**src/shared/cst_pkg.sv**
```systemverilog
// Shared types and constants for the crypto self-test sequencer
package cst_pkg;
	// Test step codes sent to the test engines
	localparam logic [3:0] STEP_CRC_ROM = 4'h0;
	localparam logic [3:0] STEP_CRC_BOOT = 4'h1;
	localparam logic [3:0] STEP_CRC_MAIN = 4'h2;
	localparam logic [3:0] STEP_BULK_ECB = 4'h3;
	localparam logic [3:0] STEP_BULK_XTS = 4'h4;
	localparam logic [3:0] STEP_AUX_ECB = 4'h5;
	localparam logic [3:0] STEP_DRBG = 4'h6;
	localparam logic [3:0] STEP_RSA = 4'h7;
	localparam logic [3:0] STEP_NONE = 4'hF;
	localparam int CRC_WIDTH = 32;
	localparam int RNG_WIDTH = 32;
	localparam int RSA_KEY_BITS = 2048;
	localparam int BULK_KEY_BITS = 256;
	localparam int AUX_KEY_BITS = 128;

	typedef enum logic [1:0] {
		CST_MODE_NORMAL,
		CST_MODE_TESTING,
		CST_MODE_SELF_TEST_ERROR,
		CST_MODE_INTEGRITY_FAIL
	} cst_mode_type;

	// Request to one test engine
	typedef struct packed {
		logic start;
		logic [3:0] step;
	} cst_req_type;

	// Answer from the test engine
	typedef struct packed {
		logic done;
		logic pass;
		logic [CRC_WIDTH-1:0] crc;
	} cst_ans_type;

	// Firmware download path
	typedef struct packed {
		logic image_ready;
		logic sig_done;
		logic sig_ok;
	} cst_fw_type;
endpackage

```
**src/hw/cst_sequencer.sv**
```systemverilog
// Crypto self-test sequencer: power-up, mode-entry and conditional tests
`timescale 1ns/10ps
`default_nettype none

// Function
// RL1 - Start full self-tests after every reset
// RL2 - Run tests to completion without host
// RL3 - Repeat algorithm tests entering initialized mode
// RL4 - Block crypto use until tests pass
// RL5 - Known-answer mismatch enters self-test error
// RL6 - CRC three images, mismatch is integrity failure
// RL7 - Test bulk and auxiliary cipher engines
// RL8 - DRBG tests at start, mode entry, reseed
// RL9 - RSA test on mode entry, aborts downloads
// RL10 - Equal consecutive random numbers means error; the code flags a repeat only in ST_NORMAL
// RL11 - Verify download signature, else reject image
// RL12 - No data output during tests or errors
// RL13 - Errors hold until next reset
module cst_sequencer (
	input wire logic clock_in, // 25 MHz clock
	input wire logic reset_in, // Synchronous reset, high
	input wire logic enter_init_mode_in, // Pulse: mode 0 to mode 1
	input wire logic drbg_reseed_in, // Pulse: generator reseeded
	input wire logic rng_valid_in, // Pulse: new random number
	input wire logic [cst_pkg::RNG_WIDTH-1:0] rng_value_in, // Random value
	input wire cst_pkg::cst_ans_type test_ans_in, // Engine answer
	input wire logic [cst_pkg::CRC_WIDTH-1:0] crc_rom_ref_in, // ROM ref CRC
	input wire logic [cst_pkg::CRC_WIDTH-1:0] crc_boot_ref_in, // Boot ref
	input wire logic [cst_pkg::CRC_WIDTH-1:0] crc_main_ref_in, // Main ref
	input wire cst_pkg::cst_fw_type fw_in, // Download signature check
	output cst_pkg::cst_req_type test_req_out, // Engine request
	output logic crypto_enable_out, // Crypto use allowed
	output logic data_out_enable_out, // Data output allowed
	output cst_pkg::cst_mode_type mode_out, // Sequencer mode
	output logic fw_accept_out, // Pulse: image accepted
	output logic fw_reject_out, // Pulse: image rejected
	output logic abort_download_out // Pulse: abort download and auth
);
	typedef enum {
		ST_IDLE,
		ST_ISSUE,
		ST_WAIT,
		ST_NORMAL,
		ST_ERROR,
		ST_INTEGRITY
	} cst_state_type;

	cst_state_type state;
	cst_state_type next_state;
	logic [3:0] step;
	logic [3:0] next_step;
	logic mode1_run; // Sequence started by mode entry
	logic next_mode1_run;
	logic drbg_only; // Reseed run: only the DRBG test
	logic next_drbg_only;
	logic [cst_pkg::RNG_WIDTH-1:0] last_rng;
	logic have_rng;

	// Decode whether a step is a CRC check
	function automatic logic is_crc(input logic [3:0] s);
		is_crc = (s == cst_pkg::STEP_CRC_ROM) ||
			(s == cst_pkg::STEP_CRC_BOOT) || (s == cst_pkg::STEP_CRC_MAIN);
	endfunction

	// Step after s; mode-entry runs skip CRC and add RSA
	function automatic logic [3:0] step_after(input logic [3:0] s,
			input logic m1, input logic d_only);
		logic [3:0] r;
		r = cst_pkg::STEP_NONE;
		if (d_only)
			r = cst_pkg::STEP_NONE;
		else if (s == cst_pkg::STEP_DRBG)
			r = m1 ? cst_pkg::STEP_RSA : cst_pkg::STEP_NONE;
		else if (s == cst_pkg::STEP_RSA)
			r = cst_pkg::STEP_NONE;
		else
			r = s + 4'h1;
		step_after = r;
	endfunction

	wire logic [cst_pkg::CRC_WIDTH-1:0] crc_ref =
		(step == cst_pkg::STEP_CRC_ROM) ? crc_rom_ref_in :
		(step == cst_pkg::STEP_CRC_BOOT) ? crc_boot_ref_in : crc_main_ref_in;
	wire logic crc_bad = is_crc(step) && (test_ans_in.crc != crc_ref); // RL6
	wire logic kat_bad = !is_crc(step) && !test_ans_in.pass; // RL5
	wire logic last_step = step_after(step, mode1_run, drbg_only) ==
		cst_pkg::STEP_NONE;
	wire logic rng_repeat = rng_valid_in && have_rng &&
		(rng_value_in == last_rng); // RL10
	wire logic in_error = (state == ST_ERROR) || (state == ST_INTEGRITY);

	always_comb begin
		next_state = state;
		next_step = step;
		next_mode1_run = mode1_run;
		next_drbg_only = drbg_only;
		case (state)
			ST_IDLE: begin
				// Power-up run starts at the firmware CRCs
				next_step = cst_pkg::STEP_CRC_ROM; // RL1
				next_mode1_run = 1'b0;
				next_drbg_only = 1'b0;
				next_state = ST_ISSUE; // RL2
			end
			ST_ISSUE: next_state = ST_WAIT;
			ST_WAIT: begin
				if (test_ans_in.done) begin
					if (crc_bad)
						next_state = ST_INTEGRITY; // RL6
					else if (kat_bad)
						next_state = ST_ERROR; // RL5 RL8 RL9
					else if (last_step)
						next_state = ST_NORMAL;
					else begin
						next_step = step_after(step, mode1_run, drbg_only); // RL7
						next_state = ST_ISSUE;
					end
				end
			end
			ST_NORMAL: begin
				if (rng_repeat)
					next_state = ST_ERROR; // RL10
				else if (enter_init_mode_in) begin
					// Algorithm tests only; CRCs are a power-on check
					next_step = cst_pkg::STEP_BULK_ECB; // RL3
					next_mode1_run = 1'b1;
					next_drbg_only = 1'b0;
					next_state = ST_ISSUE;
				end else if (drbg_reseed_in) begin
					next_step = cst_pkg::STEP_DRBG; // RL8
					next_drbg_only = 1'b1;
					next_mode1_run = 1'b0;
					next_state = ST_ISSUE;
				end
			end
			ST_ERROR: next_state = ST_ERROR; // RL13
			ST_INTEGRITY: next_state = ST_INTEGRITY; // RL13
			default: next_state = ST_IDLE;
		endcase
	end

	always_ff @(posedge clock_in) begin
		if (reset_in) begin
			state <= ST_IDLE;
			step <= cst_pkg::STEP_NONE;
			mode1_run <= 1'b0;
			drbg_only <= 1'b0;
		end else begin
			state <= next_state;
			step <= next_step;
			mode1_run <= next_mode1_run;
			drbg_only <= next_drbg_only;
		end
	end

	// Last random value, kept for the repeat check
	always_ff @(posedge clock_in) begin
		if (reset_in) begin
			last_rng <= '0;
			have_rng <= 1'b0;
		end else if (rng_valid_in) begin
			last_rng <= rng_value_in; // RL10
			have_rng <= 1'b1;
		end
	end

	wire logic rsa_fail = (state == ST_WAIT) && test_ans_in.done &&
		(step == cst_pkg::STEP_RSA) && !test_ans_in.pass;
	// Signature result only counts while crypto is usable
	wire logic fw_ok = fw_in.sig_done && fw_in.sig_ok &&
		(next_state == ST_NORMAL);
	wire logic fw_bad = fw_in.sig_done && !fw_ok;
	wire cst_pkg::cst_mode_type next_mode =
		(next_state == ST_NORMAL) ? cst_pkg::CST_MODE_NORMAL :
		(next_state == ST_ERROR) ? cst_pkg::CST_MODE_SELF_TEST_ERROR :
		(next_state == ST_INTEGRITY) ? cst_pkg::CST_MODE_INTEGRITY_FAIL :
		cst_pkg::CST_MODE_TESTING;

	always_ff @(posedge clock_in) begin
		if (reset_in) begin
			test_req_out <= '0;
			crypto_enable_out <= 1'b0;
			data_out_enable_out <= 1'b0;
			mode_out <= cst_pkg::CST_MODE_TESTING;
			fw_accept_out <= 1'b0;
			fw_reject_out <= 1'b0;
			abort_download_out <= 1'b0;
		end else begin
			test_req_out.start <= (next_state == ST_ISSUE);
			test_req_out.step <= next_step;
			crypto_enable_out <= (next_state == ST_NORMAL); // RL4
			data_out_enable_out <= (next_state == ST_NORMAL); // RL12
			mode_out <= next_mode;
			fw_accept_out <= fw_ok; // RL11
			fw_reject_out <= fw_bad; // RL11
			abort_download_out <= rsa_fail; // RL9
		end
	end

	AST_NO_CRYPTO_IN_TEST: assert property (@(posedge clock_in) // RL4
		disable iff (reset_in) (state == ST_ISSUE || state == ST_WAIT)
		|-> !crypto_enable_out && !data_out_enable_out)
		else $error("crypto enabled during self-test");
	AST_CRC_FAIL: assert property (@(posedge clock_in) // RL6
		disable iff (reset_in) (state == ST_WAIT && test_ans_in.done && crc_bad)
		|=> mode_out == cst_pkg::CST_MODE_INTEGRITY_FAIL)
		else $error("crc mismatch did not flag integrity failure");
	AST_KAT_FAIL: assert property (@(posedge clock_in) // RL5
		disable iff (reset_in)
		(state == ST_WAIT && test_ans_in.done && !crc_bad && kat_bad)
		|=> mode_out == cst_pkg::CST_MODE_SELF_TEST_ERROR)
		else $error("kat failure did not enter error");
	AST_RNG_REPEAT: assert property (@(posedge clock_in) // RL10
		disable iff (reset_in) (state == ST_NORMAL && rng_repeat)
		|=> state == ST_ERROR)
		else $error("repeated random value not caught");
	AST_ERROR_STICKY: assert property (@(posedge clock_in) // RL13
		disable iff (reset_in) in_error |=> $stable(state))
		else $error("error state left without reset");
	AST_NO_DATA_IN_ERROR: assert property (@(posedge clock_in) // RL12
		disable iff (reset_in) in_error |=> !data_out_enable_out[*2])
		else $error("data output during error");
	AST_START_AFTER_RESET: assert property (@(posedge clock_in) // RL1
		$fell(reset_in) |-> ##1 test_req_out.start &&
		test_req_out.step == cst_pkg::STEP_CRC_ROM)
		else $error("self-test did not start after reset");
	AST_MODE1_RUN: assert property (@(posedge clock_in) // RL3
		disable iff (reset_in)
		(state == ST_NORMAL && !rng_repeat && enter_init_mode_in)
		|=> test_req_out.start && test_req_out.step == cst_pkg::STEP_BULK_ECB)
		else $error("mode entry did not rerun tests");
	AST_RSA_ABORT: assert property (@(posedge clock_in) // RL9
		disable iff (reset_in) rsa_fail |=> abort_download_out &&
		mode_out == cst_pkg::CST_MODE_SELF_TEST_ERROR)
		else $error("rsa failure did not abort");
	AST_FW_REJECT: assert property (@(posedge clock_in) // RL11
		disable iff (reset_in) (fw_in.sig_done && !fw_in.sig_ok)
		|=> fw_reject_out && !fw_accept_out)
		else $error("bad signature not rejected");

	// Run shape: one request at a time, each start a single-cycle pulse
	AST_START_PULSE: assert property (@(posedge clock_in) // RL2
		disable iff (reset_in) test_req_out.start |=> !test_req_out.start)
		else $error("engine start held past one cycle");
	AST_ONE_OUTSTANDING: assert property (@(posedge clock_in) // RL2
		disable iff (reset_in) (state == ST_WAIT && !test_ans_in.done)
		|=> !test_req_out.start)
		else $error("engine request issued before the answer");
	AST_ADVANCE: assert property (@(posedge clock_in) // RL7
		disable iff (reset_in)
		(state == ST_WAIT && test_ans_in.done && !crc_bad && !kat_bad &&
		!last_step) |=> state == ST_ISSUE && test_req_out.start)
		else $error("passing step did not advance the run");
	AST_OUTPUTS_AFTER_RESET: assert property (@(posedge clock_in) // RL1
		$fell(reset_in) |-> !crypto_enable_out && !data_out_enable_out &&
		mode_out == cst_pkg::CST_MODE_TESTING)
		else $error("outputs not quiet as the run starts");

	// Which steps belong to which kind of run
	AST_NO_RSA_AT_POWER_UP: assert property (@(posedge clock_in) // RL9
		disable iff (reset_in) (test_req_out.start && !mode1_run)
		|-> test_req_out.step != cst_pkg::STEP_RSA)
		else $error("signature test outside a mode-entry run");
	AST_NO_CRC_ON_ENTRY: assert property (@(posedge clock_in) // RL3
		disable iff (reset_in) (test_req_out.start && mode1_run)
		|-> !is_crc(test_req_out.step))
		else $error("image check inside a mode-entry run");
	AST_RESEED_DRBG_ONLY: assert property (@(posedge clock_in) // RL8
		disable iff (reset_in) (test_req_out.start && drbg_only)
		|-> test_req_out.step == cst_pkg::STEP_DRBG)
		else $error("reseed run issued a step other than the generator");
	AST_RESEED_RUN: assert property (@(posedge clock_in) // RL8
		disable iff (reset_in) (state == ST_NORMAL && !rng_repeat &&
		!enter_init_mode_in && drbg_reseed_in)
		|=> test_req_out.start && test_req_out.step == cst_pkg::STEP_DRBG)
		else $error("reseed did not rerun the generator test");

	// Gating of crypto use, data output and firmware results
	AST_PASS_ENABLES: assert property (@(posedge clock_in) // RL4
		disable iff (reset_in)
		(state == ST_WAIT && test_ans_in.done && !crc_bad && !kat_bad &&
		last_step) |=> crypto_enable_out && data_out_enable_out &&
		mode_out == cst_pkg::CST_MODE_NORMAL)
		else $error("passing run did not enable crypto use");
	AST_ENABLE_ONLY_NORMAL: assert property (@(posedge clock_in) // RL12
		disable iff (reset_in) (crypto_enable_out || data_out_enable_out)
		|-> mode_out == cst_pkg::CST_MODE_NORMAL)
		else $error("output enabled outside normal mode");
	AST_FW_ACCEPT: assert property (@(posedge clock_in) // RL11
		disable iff (reset_in) (fw_in.sig_done && fw_in.sig_ok &&
		state == ST_NORMAL && !rng_repeat && !enter_init_mode_in &&
		!drbg_reseed_in) |=> fw_accept_out && !fw_reject_out)
		else $error("good signature not accepted");
	AST_ABORT_IN_ERROR: assert property (@(posedge clock_in) // RL9
		disable iff (reset_in) abort_download_out
		|-> mode_out == cst_pkg::CST_MODE_SELF_TEST_ERROR)
		else $error("download abort without self-test error");

	// Failure states hold until reset and keep the engines idle
	AST_NO_START_IN_ERROR: assert property (@(posedge clock_in) // RL13
		disable iff (reset_in) in_error |=> !test_req_out.start)
		else $error("engine request while failed");
	AST_ERROR_MODE_HOLD: assert property (@(posedge clock_in) // RL13
		disable iff (reset_in)
		mode_out == cst_pkg::CST_MODE_SELF_TEST_ERROR |=>
		mode_out == cst_pkg::CST_MODE_SELF_TEST_ERROR)
		else $error("self-test error mode left without reset");
	AST_INTEGRITY_HOLD: assert property (@(posedge clock_in) // RL13
		disable iff (reset_in)
		mode_out == cst_pkg::CST_MODE_INTEGRITY_FAIL |=>
		mode_out == cst_pkg::CST_MODE_INTEGRITY_FAIL)
		else $error("integrity failure mode left without reset");
endmodule
`default_nettype wire

```
**config.mk**
```make
export PLATFORM = sky130hd
export DESIGN_NAME = cst_sequencer
export DESIGN_NICKNAME = d
export VERILOG_FILES = /design/src/shared/cst_pkg.sv /design/src/hw/cst_sequencer.sv
export SDC_FILE = /design/constraint.sdc
export NUM_CORES = 1
export LEC_CHECK = 0
export BUFFER_PORTS_ARGS = -buffer_cell sky130_fd_sc_hd__buf_2
export CAP_MARGIN = 10
export CORE_MARGIN = 8
export CORE_UTILIZATION = 25
export CTS_BUF_LIST = sky130_fd_sc_hd__clkbuf_4
export DETAILED_ROUTE_END_ITERATION = 12
export HOLD_SLACK_MARGIN = 0.15
export PLACE_DENSITY = 0.51
export SLEW_MARGIN = 40
export SYNTH_ARGS = -nofsm -noshare
export SYNTH_HDL_FRONTEND = slang
export SYNTH_SLANG_ARGS = --single-unit
```
**constraint.sdc**
```tcl
create_clock -name clock_in -period 5.1 [get_ports clock_in]
set_input_delay 0.255 -clock clock_in [delete_from_list [all_inputs] [get_ports clock_in]]
set_output_delay 0.255 -clock clock_in [all_outputs]
set_load 0.005 [all_outputs]
```
Word level (Yosys, flattened, before mapping)
Index checks and enable logic that the tools add are counted.
{"block": "word_totals", "regBits": 82, "latchBits": 0, "mem_bits_rw": 0, "rom_bits": 0, "input_bits": 170, "out_inout_bits": 12, "wordCells": 87, "mem_count": 0}
{"block": "classes", "n_addsub": 1, "multipliers": 0, "n_div": 0, "n_lt_le_gt_ge": 0, "eq_ne": 19, "shifts": 0, "mux": 33, "n_bitwise": 0, "reduce_logical": 20}
{"cell": "two-way mux 32 bit", "count": 6}
{"cell": "one-hot mux 32 bit (6 select lines)", "count": 1}
{"cell": "equality test 32 x 3 -> 1 bit (second input constant)", "count": 4}
{"cell": "equality test 32 x 2 -> 1 bit (second input constant)", "count": 3}
{"cell": "equality test 32 x 4 -> 1 bit (second input constant)", "count": 2}
{"cell": "two-way mux 4 bit", "count": 11}
{"cell": "equality test 32 x 1 -> 1 bit (second input constant)", "count": 1}
{"cell": "equality test 32 bit", "count": 1}
{"cell": "zero test 32 bit", "count": 1}
{"cell": "!= test 32 bit", "count": 1}
{"cell": "one-hot mux 4 bit (3 select lines)", "count": 1}
{"cell": "logical AND 1 bit", "count": 10}
{"cell": "equality test 4 x 3 -> 1 bit (second input constant)", "count": 2}
{"cell": "two-way mux 1 bit", "count": 7}
{"cell": "two-way mux 2 bit", "count": 3}
{"cell": "two-way mux 3 bit", "count": 2}
{"cell": "adder 4 x 1 -> 4 bit (second input constant)", "count": 1}
{"cell": "equality test 4 x 1 -> 1 bit (second input constant)", "count": 1}
{"cell": "equality test 4 x 2 -> 1 bit (second input constant)", "count": 1}
{"cell": "equality test 4 bit (second input constant)", "count": 1}
{"cell": "zero test 4 bit", "count": 1}
{"cell": "one-hot mux 1 bit (2 select lines)", "count": 2}
{"cell": "zero test 1 bit", "count": 3}
{"cell": "!= test 3 bit (second input constant)", "count": 1}
{"cell": "other kinds (5)", "count": 6}

Depth between registers and ports, before layout
Gate-level depths: netlist of run 1.
{"block": "depth", "ltp_word": 14, "mapped_depth": 14, "depth_no_buf": 11}

Worst setup path before layout of run 1
Ideal clock, no wire load.
{"block": "synth_timing", "path_type": "flip-flop to flip-flop", "from": "register step[0]", "to": "register mode_out[0]", "t_arrival_ps": 2879, "slack_ps": 2160, "path_stages_with_launch": 14, "period_less_slack_ps": 2940, "cell_sequence": "dfxtp_1 > inv_1 > ha_1 > clkbuf_1 > clkbuf_1 > clkbuf_1 > o21bai_1 > mux2i_1 > nand3_1 > nor4_1 > a31oi_1 > a32o_1 > mux2_2 > nand2_1"}
{"block": "synth_via", "elab_chain_len": 13}
{"item": "from (decl)", "line": "cst_sequencer.sv:50", "text": "logic [3:0] step;"}
{"item": "from (signal assigned)", "line": "cst_sequencer.sv:145", "text": "step <= cst_pkg::STEP_NONE;"}
{"item": "from (signal assigned)", "line": "cst_sequencer.sv:150", "text": "step <= next_step;"}
{"item": "adder 4 x 1 -> 4 bit or equality test 4 x 3 -> 1 bit (tied branches)", "line": "cst_sequencer.sv:77, cst_sequencer.sv:74"}
{"item": "two-way mux 4 bit", "line": "cst_sequencer.sv:74", "text": "else if (s == cst_pkg::STEP_RSA)"}
{"item": "two-way mux 4 bit", "line": "cst_sequencer.sv:72", "text": "else if (s == cst_pkg::STEP_DRBG)"}
{"item": "two-way mux 4 bit"}
{"item": "equality test 4 bit", "line": "cst_sequencer.sv:86", "text": "wire logic last_step = step_after(step, mode1_run, drbg_only) =="}
{"item": "two-way mux 2 bit", "line": "cst_sequencer.sv:112", "text": "else if (last_step)"}
{"item": "two-way mux 3 bit", "line": "cst_sequencer.sv:110", "text": "else if (kat_bad)"}
{"item": "two-way mux 3 bit *", "line": "cst_sequencer.sv:108", "text": "if (crc_bad)"}
{"item": "two-way mux 32 bit *", "line": "cst_sequencer.sv:107", "text": "if (test_ans_in.done) begin"}
{"item": "one-hot mux 32 bit (6 select lines) *", "line": "cst_sequencer.sv:97", "text": "case (state)"}
{"item": "equality test 32 x 4 -> 1 bit", "line": "cst_sequencer.sv:175", "text": "(next_state == ST_ERROR) ? cst_pkg::CST_MODE_SELF_TEST_ERROR :"}
{"item": "two-way mux 2 bit", "line": "cst_sequencer.sv:175"}
{"item": "two-way mux 1 bit *", "line": "cst_sequencer.sv:174", "text": "(next_state == ST_NORMAL) ? cst_pkg::CST_MODE_NORMAL :"}
{"item": "to (signal assigned)", "line": "cst_sequencer.sv:184", "text": "mode_out <= cst_pkg::CST_MODE_TESTING;"}
{"item": "to (signal assigned)", "line": "cst_sequencer.sv:193", "text": "mode_out <= next_mode;"}
{"item": "to (decl)", "line": "cst_sequencer.sv:34", "text": "output cst_pkg::cst_mode_type mode_out,"}
Every way passes the cells marked *; elsewhere a longest branch is shown, timed or not.
A chain may end at the register's enable or synchronous reset.

Final worst setup path of run 1
{"block": "layout_timing", "from": "register step[0]", "to": "register fw_reject_out"}
{"block": "layout_via", "elab_chain_len": 14}
{"item": "adder 4 x 1 -> 4 bit or equality test 4 x 3 -> 1 bit (tied branches)", "line": "cst_sequencer.sv:77, cst_sequencer.sv:74"}
{"item": "two-way mux 4 bit", "line": "cst_sequencer.sv:74"}
{"item": "two-way mux 4 bit", "line": "cst_sequencer.sv:72"}
{"item": "two-way mux 4 bit"}
{"item": "equality test 4 bit", "line": "cst_sequencer.sv:86"}
{"item": "two-way mux 2 bit", "line": "cst_sequencer.sv:112"}
{"item": "two-way mux 3 bit", "line": "cst_sequencer.sv:110"}
{"item": "two-way mux 3 bit *", "line": "cst_sequencer.sv:108"}
{"item": "two-way mux 32 bit *", "line": "cst_sequencer.sv:107"}
{"item": "one-hot mux 32 bit (6 select lines) *", "line": "cst_sequencer.sv:97"}
{"item": "equality test 32 x 3 -> 1 bit *", "line": "cst_sequencer.sv:171", "text": "(next_state == ST_NORMAL);"}
{"item": "logical AND 1 bit *", "line": "cst_sequencer.sv:170", "text": "wire logic fw_ok = fw_in.sig_done && fw_in.sig_ok &&"}
{"item": "zero test 1 bit *", "line": "cst_sequencer.sv:172", "text": "wire logic fw_bad = fw_in.sig_done && !fw_ok;"}
{"item": "logical AND 1 bit *", "line": "cst_sequencer.sv:172"}
{"item": "to (signal assigned)", "line": "cst_sequencer.sv:195", "text": "fw_reject_out <= fw_bad;"}
{"item": "to (decl)", "line": "cst_sequencer.sv:36", "text": "output logic fw_reject_out,"}
Marks and branches as above.

==> results.tsv, run 1 <==
metric	value	unit
critPathArrivalTime	4750	ps
grt_pass1_vias	5363	
clock_path_buffers	2	
max_freq	0.226	GHz
syn-cell-area	0.00545	sq mm
post_cts_buffers	0	
setup_tns	0	ps
drtIter0Drc	510	
cp_max_fo	40	
grt_pass1_wl	28.2	mm
ys_seq_area_share	30.1	%
ys.flop_type	dfxtp_1	
rsz0062_at_grt	false	
post_synth_num_cell_types	56	
finalCritPeriodShare	86.8	%
wl_per_cell	15.8	um
die_w	164	um
cts_tree	done	
num_rows	54	
cts_resized	0	
ant_nets	0	
cts_root_buf	clkbuf_4	
final_util	33.5	%
cts_max_level	3	
clkSinkCount	82	
place_area	0.00670	sq mm
crit_path_end_kind	register	
avgViaCountPerCell	4.78	
fillers	2333	
power_leakage	2.92	nW
start_util	25.2	%
drive_gt1_share	27.4	%
io_pins	182	
tightestPinTransition	785	ps
power.total	1.38	mW
grt.total_usage	13.1	%
syn_inst	664	
synth-edff-count	0	
synth_area_per_cell	8.21	sq um
drt-pass1-iter-count	5	
synth-warning-count	0	
areaGrowthSynthToFinish	32.7	%
drc	0	
cts_buffers	9	
hold_viol	0	
ir_worst_vdd	0.157	mV
grt-ovfl-total	0	
nets	1053	
grt_max_degree	59	
max_cap_viol_count	0	
wl	18.4	mm
fin_crit	4430	ps
io_buffers	180	
worst_ep_required_time	5420	ps
antenna_found_initial	1	
cts.clk_slew.worst_paths	130	ps
routed-via-count	5561	
hold_class	in2reg	
clk_latency	420	ps
place_congestion	0.825	
worstSetupPathType	reg2reg	
async_reset_ff_share	0	%
p_per_area	191	mW/mm^2
slew_headroom	47.6	%
crit_path_start_kind	register	
finalSetupViolations	0	
outcome	complete, no violations	
antenna_cells	0	
place_hpwl	14.0	mm
dieArea	0.0268	sq mm
final_area	0.00724	sq mm
die_h	164	um
cts_hold_buf	37	
report.final.slew_viol_count	0	
clock_skew	13.7	ps
ys_ff_latch	82	
core	0.0216	sq mm
[flip-flops by register name (all words and copies together), names as in the netlist, 2 cells and up]
register,flops
last_rng,32
step,4
mode_out,2
test_req_out,5
state,32
[layer usage]
metal / GRT usage (%) / vias to the layer above / wire length [um]
met5: 0 / - / 13
met2: 20.9 / 169 / 8310
met4: 3.76 / 2 / 267
met1: 17.7 / 2519 / 8520
li1: - / 2854 / -
met3: 2.39 / 17 / 1260
[report_power, final]
part           internal, mW  switching [mW]
clock network         0.205           0.222
registers             0.670          0.0135
logic                 0.148           0.120
total                  1.02           0.355
[worst paths after layout]
kind / start / endpoint / slack, ps / cells after the start
setup / recovery: step[0] / fw_reject_out / 670 / 11
hold / removal: test_ans_in[32] / abort_download_out / 220 / 3
setup reg to reg: step[0] / fw_reject_out / 670 / 11
hold reg to reg: have_rng / have_rng / 480 / 2
[Yosys cell counts (all sizes together) (5+ instances only)]
library cell | number | share of area [%]
inv | 13 | 0.90
mux2i | 51 | 9.4
buf | 25 | 2.3
nand4 | 20 | 2.3
xor2 | 7 | 1.1
dfxtp | 82 | 30
a21oi | 10 | 0.92
o2111ai | 5 | 0.80
or4b | 8 | 1.5
nand2 | 20 | 1.4
nand3 | 12 | 1.1
or3b | 5 | 0.80
nor4b | 43 | 6.9
nor2b | 6 | 0.69
o21a | 5 | 0.69
nor2 | 77 | 5.3
o21ba | 20 | 3.7
a21boi | 5 | 0.69
nor4 | 14 | 1.6
xnor2 | 30 | 4.8
a31oi | 5 | 0.57
o22ai | 11 | 1.3
clkbuf | 24 | 1.7
o211ai | 6 | 0.83
nand2b | 10 | 1.1
and2 | 5 | 0.57
o21bai | 22 | 3.0
o21ai | 47 | 4.3
nor3 | 36 | 3.4
[placed cells by master (no fill, tap or decap), drive strengths merged, types with 6 or more instances in the layout]
cell	instances
o211ai	6
or4b	8
dlygate4sd3	37
clkbuf	10
nor4b	43
xor2	7
nand3	12
nand4	20
o21ai	47
nand2	20
o21ba	20
conb	29
mux2i	51
a21oi	10
o22ai	11
nor2	77
nand2b	10
inv	14
nor3	36
nor2b	6
buf	188
o21bai	22
dfxtp	82
xnor2	30
nor4	14
[critical path, cell delays in order, from the launching register on]
cell and delay [ps]:
dfxtp_1 540, ha_2 770, nand4bb_1 200, and2_1 180
o221ai_1 250, or4b_1 470, nor4_1 340, a31oi_1 280
o2bb2ai_1 450, nand3b_1 150, nor2b_1 150, dlygate4sd3_1 540
[per-stage QoR]
stage          cells  setup slack [ps]  hold slack [ps]
5_1_grt         1164               318              179
3_3_place_gp    1111              1240              446
4_1_cts         1164               649              173
6_report        1164               673              218
2_1_floorplan    692              2160              398
3_5_place_dp    1111              1190              454
[logic make-up (layout without fill, tap and decap cells)]
logic type / Yosys count / count (layout) / synth area share [%]
buffers and inverters: 62 / 254 / 4.82
flip-flops: 82 / 82 / 30.1
XOR/XNOR: 37 / 37 / 5.94
adder cells (fa/ha/maj): 4 / 4 / 0.918
multiplexers: 55 / 55 / 10.2
AND/OR/NAND/NOR: 271 / 271 / 28.7
AO/OA/AOI/OAI: 152 / 152 / 19.3
other: 1 / 29 / 0.0688
[area by class of cell]
class / count / area, sq um / share of cell area (%)
clock buffers: 10 / 75.1 / 1.04
repair buffers: 225 / 1360 / 18.7
clock inverters: 6 / 88.8 / 1.23
multi-input cells: 548 / 3670 / 50.8
well taps: 280 / 350 / 4.84
inverters: 13 / 48.8 / 0.674
flip-flops and latches: 82 / 1640 / 22.7
Note: power is estimated with default switching activity, not from simulation.
==> run 2, diff against run 1 <==
--- a/config.mk
+++ b/config.mk
@@ -5,6 +5,7 @@
 export SDC_FILE = /design/constraint.sdc
 export NUM_CORES = 1
 export LEC_CHECK = 0
+export ABC_AREA = 1
 export BUFFER_PORTS_ARGS = -buffer_cell sky130_fd_sc_hd__buf_2
 export CAP_MARGIN = 10
 export CORE_MARGIN = 8
==> run 2 against run 1 <==
Synthesized area grew 3.7%. Clock power shrank 11%. Combinational power grew 11%. Via count grew 17%.
==> results.tsv, run 2 <==
metric	value	unit	change
hold_class	in2reg		
finalCritPeriodShare	81.5	%	-5.3 points
outcome	complete, no violations		
nets	1351		+28%
finalSetupViolations	0		unchanged
die_w	166	um	+1.7%
avgViaCountPerCell	4.44		-7.0%
routed-via-count	6520		+17%
setup.reg_to_reg.worst_slack	950	ps	+270 ps
clock_skew	16.1	ps	+2.44 ps
fillers	2483		+6.4%
p_per_area	184	mW/mm^2	-3.3%
power.total	1.37	mW	-0.75%
core	0.0224	sq mm	+3.8%
cts_buffers	9		unchanged
async_reset_ff_share	0	%	unchanged
antenna_found_initial	1		unchanged
r2r-end	fw_accept_out		
dieArea	0.0277	sq mm	+3.4%
slew_headroom	50.0	%	+2.4 points
ant_nets	0		unchanged
ys.flop_type	dfxtp_1		
hold_viol	0		unchanged
io_buffers	180		unchanged
syn-cell-area	0.00566	sq mm	+3.7%
worstSetupPathType	reg2reg		
min_to	mode1_run		
drc	0		unchanged
worst_ep_required_time	5480	ps	+60 ps
cts.clk_slew.worst_paths	130	ps	about the same
die_h	166	um	+1.7%
max_freq	0.241	GHz	+6.5%
rr_worst_depth	19		+8
yosysMostFrequentCell	nand2_1		
wl	19.4	mm	+5.5%
report.final.slew_viol_count	0		unchanged
synthTopCellsByArea	dfxtp_1 (29%), nand2_1 (19%), nand3_1 (11%)		
mostFrequentLayoutCell	nand2_1		
grt_pass1_vias	6227		+16%
drive_gt1_share	19.0	%	-8.4 points
ys_seq_area_share	29.0	%	-1.1 points
crit_path_end_kind	register		
hold_start	drbg_reseed_in		
grt.total_usage	13.8	%	+0.67 points
multi_input_area	0.00349	sq mm	-4.9%
crit_path_start_kind	register		
synth-warning-count	0		unchanged
cts_max_level	3		unchanged
cts_tree	done		
areaGrowthSynthToFinish	31.3	%	
mostFrequentLayoutCells	nand2_1 (288), buf_2 (179), nand3_1 (125), inv_1 (121), dfxtp_1 (82)		
power_leakage	3.93	nW	+35%
yosysTopAreaCell	dfxtp_1		
holdPathStages	6		+3
final_util	33.1	%	-0.38 points
wl_per_cell	13.2	um	-16%
syn_inst	946		+42%
place_congestion	0.849		+2.8%
post_synth_num_cell_types	40		-29%
num_rows	55		+1.9%
ys_ff_latch	82		unchanged
place_hpwl	15.2	mm	+8.4%
setup_tns	0	ps	unchanged
r2r_start	step[2]		
grt_pass1_wl	31.5	mm	+12%
cp_max_fo	38		-5.0%
fin_crit	4150	ps	-272 ps
clkSinkCount	82		unchanged
rsz0062_at_grt	false		
synth_area_per_cell	5.98	sq um	-27%
drtIter0Drc	388		-24%
clk_latency	440	ps	+20 ps
synth-edff-count	0		unchanged
tightestPinTransition	747	ps	-38.3 ps
seqCellArea	0.00164	sq mm	-0.15%
grt-ovfl-total	0		unchanged
reg_top3	last_rng: 32 flops, state: 32 flops, test_req_out: 5 flops		
max_cap_viol_count	0		unchanged
io_pins	182		unchanged
synth_top_cell_area_share	29.0	%	-1.1 points
yosys-top-cells-count	nand2_1 (288), nand3_1 (125), inv_1 (121), dfxtp_1 (82), nor2_1 (67)		
grt_max_degree	54		-8.5%
ir_worst_vdd	0.172	mV	+9.9%
drt-pass1-iter-count	5		unchanged
clock_path_buffers	2		unchanged
critPathArrivalTime	4540	ps	-210 ps
start_util	25.2	%	about the same
cts_root_buf	clkbuf_4		
-- run 2: critical path, cell delays in order, from the launching register on --
cell	delay, ps
dfxtp_1	460
nor2_4	460
buf_4	340
nand2_2	470
nand2_1	180
nand3_1	180
nand2_1	100
nand2_1	50
nand2_1	50
nand2_1	90
nor2_1	100
nand2_1	80
nor2_1	140
nand2_1	150
nand2_4	140
nand4_1	170
nand2_2	150
nand3_1	100
nor2_1	90
dlygate4sd3_1	560
-- run 2: cell families after synthesis --
group                      Yosys count  share of synthesized area (%)
buffers and inverters              155                           11.1
other                                1                         0.0663
and+or+nand+nor                    595                           47.9
adders and majority gates            4                          0.885
DFF                                 82                           29.0
xor gates and xnor gates             9                           1.39
AOI/OAI and AO/OA                  100                           9.67
-- run 2: report_power, final --
group | switching, mW | leakage (nW) | internal [mW] | total (mW)
Sequential | 0.0169 | 0.683 | 0.674 | 0.691
Combinational | 0.160 | 3.18 | 0.138 | 0.298
Clock | 0.231 | 0.0737 | 0.149 | 0.380
-- run 2: repair_timing --
action / in CTS / in global routing
hold buffers: 40 / 0
endpoints found under the setup margin: 0 / 0
resized for setup: 0 / 0
buffers inserted: 0 / 0
endpoints found under the hold margin: 42 / 0
-- run 2: how the worst max path moves through the flow --
stage | from | end | slack (ps) | cells after the start
2_1_floorplan | step[1] | mode_out[0] | 2690 | 21
3_3_place_gp | step[2] | mode_out[0] | 1420 | 19
3_5_place_dp | step[2] | mode_out[0] | 1430 | 19
4_1_cts | step[2] | fw_accept_out | 920 | 19
5_1_grt | step[2] | fw_accept_out | 520 | 19
6_report | step[2] | fw_accept_out | 950 | 19
-- run 2: through the flow --
step	hold slack, ps	std cells	worst slack, ps	area [sq um]
6_report	285	1468	945	7420
5_1_grt	287	1468	516	7420
4_1_cts	250	1467	923	7420
3_5_place_dp	462	1411	1430	6880
3_3_place_gp	451	1411	1420	6880
2_1_floorplan	330	974	2690	5760
-- run 2: area by class of cell --
class	instances	share of cell area, %
Timing Repair Buffer	224	18.0
Clock buffer	9	0.910
Sequential cell	82	22.1
Antenna cell	1	0.0337
Tap cell	285	4.80
Clock inverter	7	0.927
Inverter	123	6.22
Multi-Input combinational cell	737	47.0
-- run 2: layer usage --
metal	track usage, %	vias to the layer above	wire (um)
li1	-	3479	-
met1	17.4	2810	9100
met2	22.7	209	8540
met3	3.30	22	1380
met4	4.31	0	342
met5	0	-	0
==> run 3, diff against run 2 <==
--- a/config.mk
+++ b/config.mk
@@ -13,7 +13,7 @@
 export CTS_BUF_LIST = sky130_fd_sc_hd__clkbuf_4
 export DETAILED_ROUTE_END_ITERATION = 12
 export HOLD_SLACK_MARGIN = 0.15
-export PLACE_DENSITY = 0.51
+export PLACE_DENSITY = 0.53
 export SLEW_MARGIN = 40
 export SYNTH_ARGS = -nofsm -noshare
 export SYNTH_HDL_FRONTEND = slang
==> constraint.sdc (replaced) <==
create_clock -name clock_in -period 3.55 [get_ports clock_in]
set_input_delay 0.1775 -clock clock_in [delete_from_list [all_inputs] [get_ports clock_in]]
set_output_delay 0.1775 -clock clock_in [all_outputs]
set_load 0.005 [all_outputs]
==> run 3 against run 2 <==
First-iteration DRC count rose by 30%. Via count increased by 2.3%. Design area grew 1.9%. Flip-flop and latch count unchanged. Non-clock buffer count grew 8. Critical path type unchanged. Critical endpoint unchanged. Highest routed layer is now met5.
==> results.tsv, run 3 (same netlist as run 2, synthesis figures left out) <==
metric	value	unit	change
mostFrequentLayoutCells	nand2_1 (287), buf_2 (180), nand3_1 (125), inv_1 (119), dfxtp_1 (79)		
avgViaCountPerCell	4.51		+1.6%
setup_tns	0	ps	unchanged
fin_crit	3190	ps	-964 ps
intPower	1.40	mW	+45%
dieArea	0.0277	sq mm	unchanged
cts_tree	done		
core	0.0224	sq mm	unchanged
power_leakage	3.99	nW	+1.5%
num_rows	55		unchanged
start_util	25.2	%	unchanged
cts_root_buf	clkbuf_4		
grt_pass1_wl	31.1	mm	-1.2%
worstSetupPathType	reg2reg		
wl_per_cell	13.2	um	+0.13%
slew_headroom	61.4	%	+11 points
clk_latency	440	ps	about the same
clock_skew	19.2	ps	+3.08 ps
cts_buffers	9		unchanged
layout.cells.non_filler	1477		+0.61%
drt-pass1-iter-count	5		unchanged
swShare	29.3	%	-0.51 points
place_congestion	0.870		+2.5%
crit_path_end_kind	register		
grt-ovfl-total	0		unchanged
place_hpwl	15.3	mm	+0.73%
io_pins	182		unchanged
io_buffers	180		unchanged
finalCritPeriodShare	89.9	%	+8.4 points
reg_top3	last_rng: 32 flops, state: 32 flops, test_req_out: 5 flops		
place_ws	594	ps	-837 ps
layout_setup_ws	359	ps	-586 ps
cts_max_level	3		unchanged
drtIter0Drc	505		+30%
combPwrFrac	21.7	%	about the same
netSwitchingPower	0.578	mW	+42%
critPathArrivalTime	3560	ps	-980 ps
ir_worst_vdd	0.170	mV	-1.4%
cp_max_fo	34		-11%
routed-via-count	6668		+2.3%
nets	1360		+0.67%
clock_path_buffers	2		unchanged
die_h	166	um	unchanged
mostFrequentLayoutCell	nand2_1		
cts.clk_slew.worst_paths	140	ps	about the same
finalSetupViolations	0		unchanged
hold_class	in2reg		
max_cap_viol_count	0		unchanged
hold_viol	0		unchanged
grt.total_usage	13.6	%	-0.15 points
areaGrowthSynthToFinish	33.8	%	
final_util	33.7	%	+0.64 points
p_per_area	261	mW/mm^2	+41%
ant_nets	0		unchanged
worst_ep_required_time	3920	ps	-1560 ps
grt_max_degree	53		-1.9%
max_freq	0.313	GHz	+30%
die_w	166	um	unchanged
crit_path_start_kind	register		
outcome	complete, no violations		
drc	0		unchanged
power.total	1.97	mW	+44%
dp.cells	1417		+0.43%
tightestPinTransition	574	ps	-173 ps
grt_pass1_vias	6317		+1.4%
pwr-share-clk	28.0	%	+0.3 points
clkSinkCount	82		unchanged
seq_power_share	50.3	%	-0.2 points
drive_gt1_share	20.3	%	+1.4 points
antenna_found_initial	2		+1
report.final.slew_viol_count	0		unchanged
wl	19.5	mm	+0.75%
-- run 3: cell count changes in the layout (fill, tap and decap cells not counted), moves of 2 or more --
cell / change
dfxtp_1: -3
ha_4: +2
clkbuf_4: +2
buf_12: +2
dfxtp_2: +3
inv_1: -2
buf_6: +2
inv_4: +2
buf_4: +2
ha_1: -2
-- run 3: worst paths after layout --
kind / from / endpoint / slack (ps) / cells after the start
min: drbg_reseed_in / step[2] / 220 / 5
min reg2reg: have_rng / have_rng / 480 / 2
max: step[1] / fw_accept_out / 360 / 19
max reg2reg: step[1] / fw_accept_out / 360 / 19
-- run 3: critical path: stages (launching register included) --
cell           delay [ps]
dfxtp_1               340
inv_2                 140
ha_4                  180
nand2_4               110
buf_12                200
or2_1                 230
nand2_1                70
nand2_1                50
nand2_1                50
nand2_1                50
nor2_1                120
nand2_1                60
nor2_1                170
nand2_2               120
nand2_4               120
nand4_1               180
nand2_2               170
nand3_1               100
nor2_1                 90
dlygate4sd3_1         550
-- run 3: metal layers --
metal	vias up	GRT usage, %	wire length [um]
li1	3507	-	-
met1	2901	17.3	9280
met2	232	22.3	8440
met3	26	3.02	1340
met4	2	4.94	436
met5	-	0	12
-- run 3: layout make-up --
type,count,area [sq um]
timing repair buffer,232,1430
clock inverter,5,55.1
tap,285,357
clock buffer,11,82.6
sequential,82,1650
multi-input combinational,738,3530
antenna,1,2.50
inverter,123,467
fill,2500,14900
-- run 3: power groups by stage --
stage	Clock [mW]	Sequential, mW	Combinational (mW)
after floorplan	0	1.01	0.230
after global placement	0	1.01	0.392
after detailed placement	0	1.01	0.396
after CTS	0.580	0.993	0.430
after global routing	0.621	0.999	0.487
final	0.552	0.992	0.429
-- run 3: repair_timing --
action	4_1_cts	5_1_grt
setup buffers	0	1
hold buffers	41	0
endpoints found under the hold margin	44	0
resized for setup	0	17
endpoints found under the setup margin	0	1
-- run 3: per-stage QoR --
stage	hold slack, ps	cell area [sq um]
finish	217	7570
global route	186	7570
CTS	175	7500
detailed placement	399	6950
global placement	393	6950
floorplan	253	5760
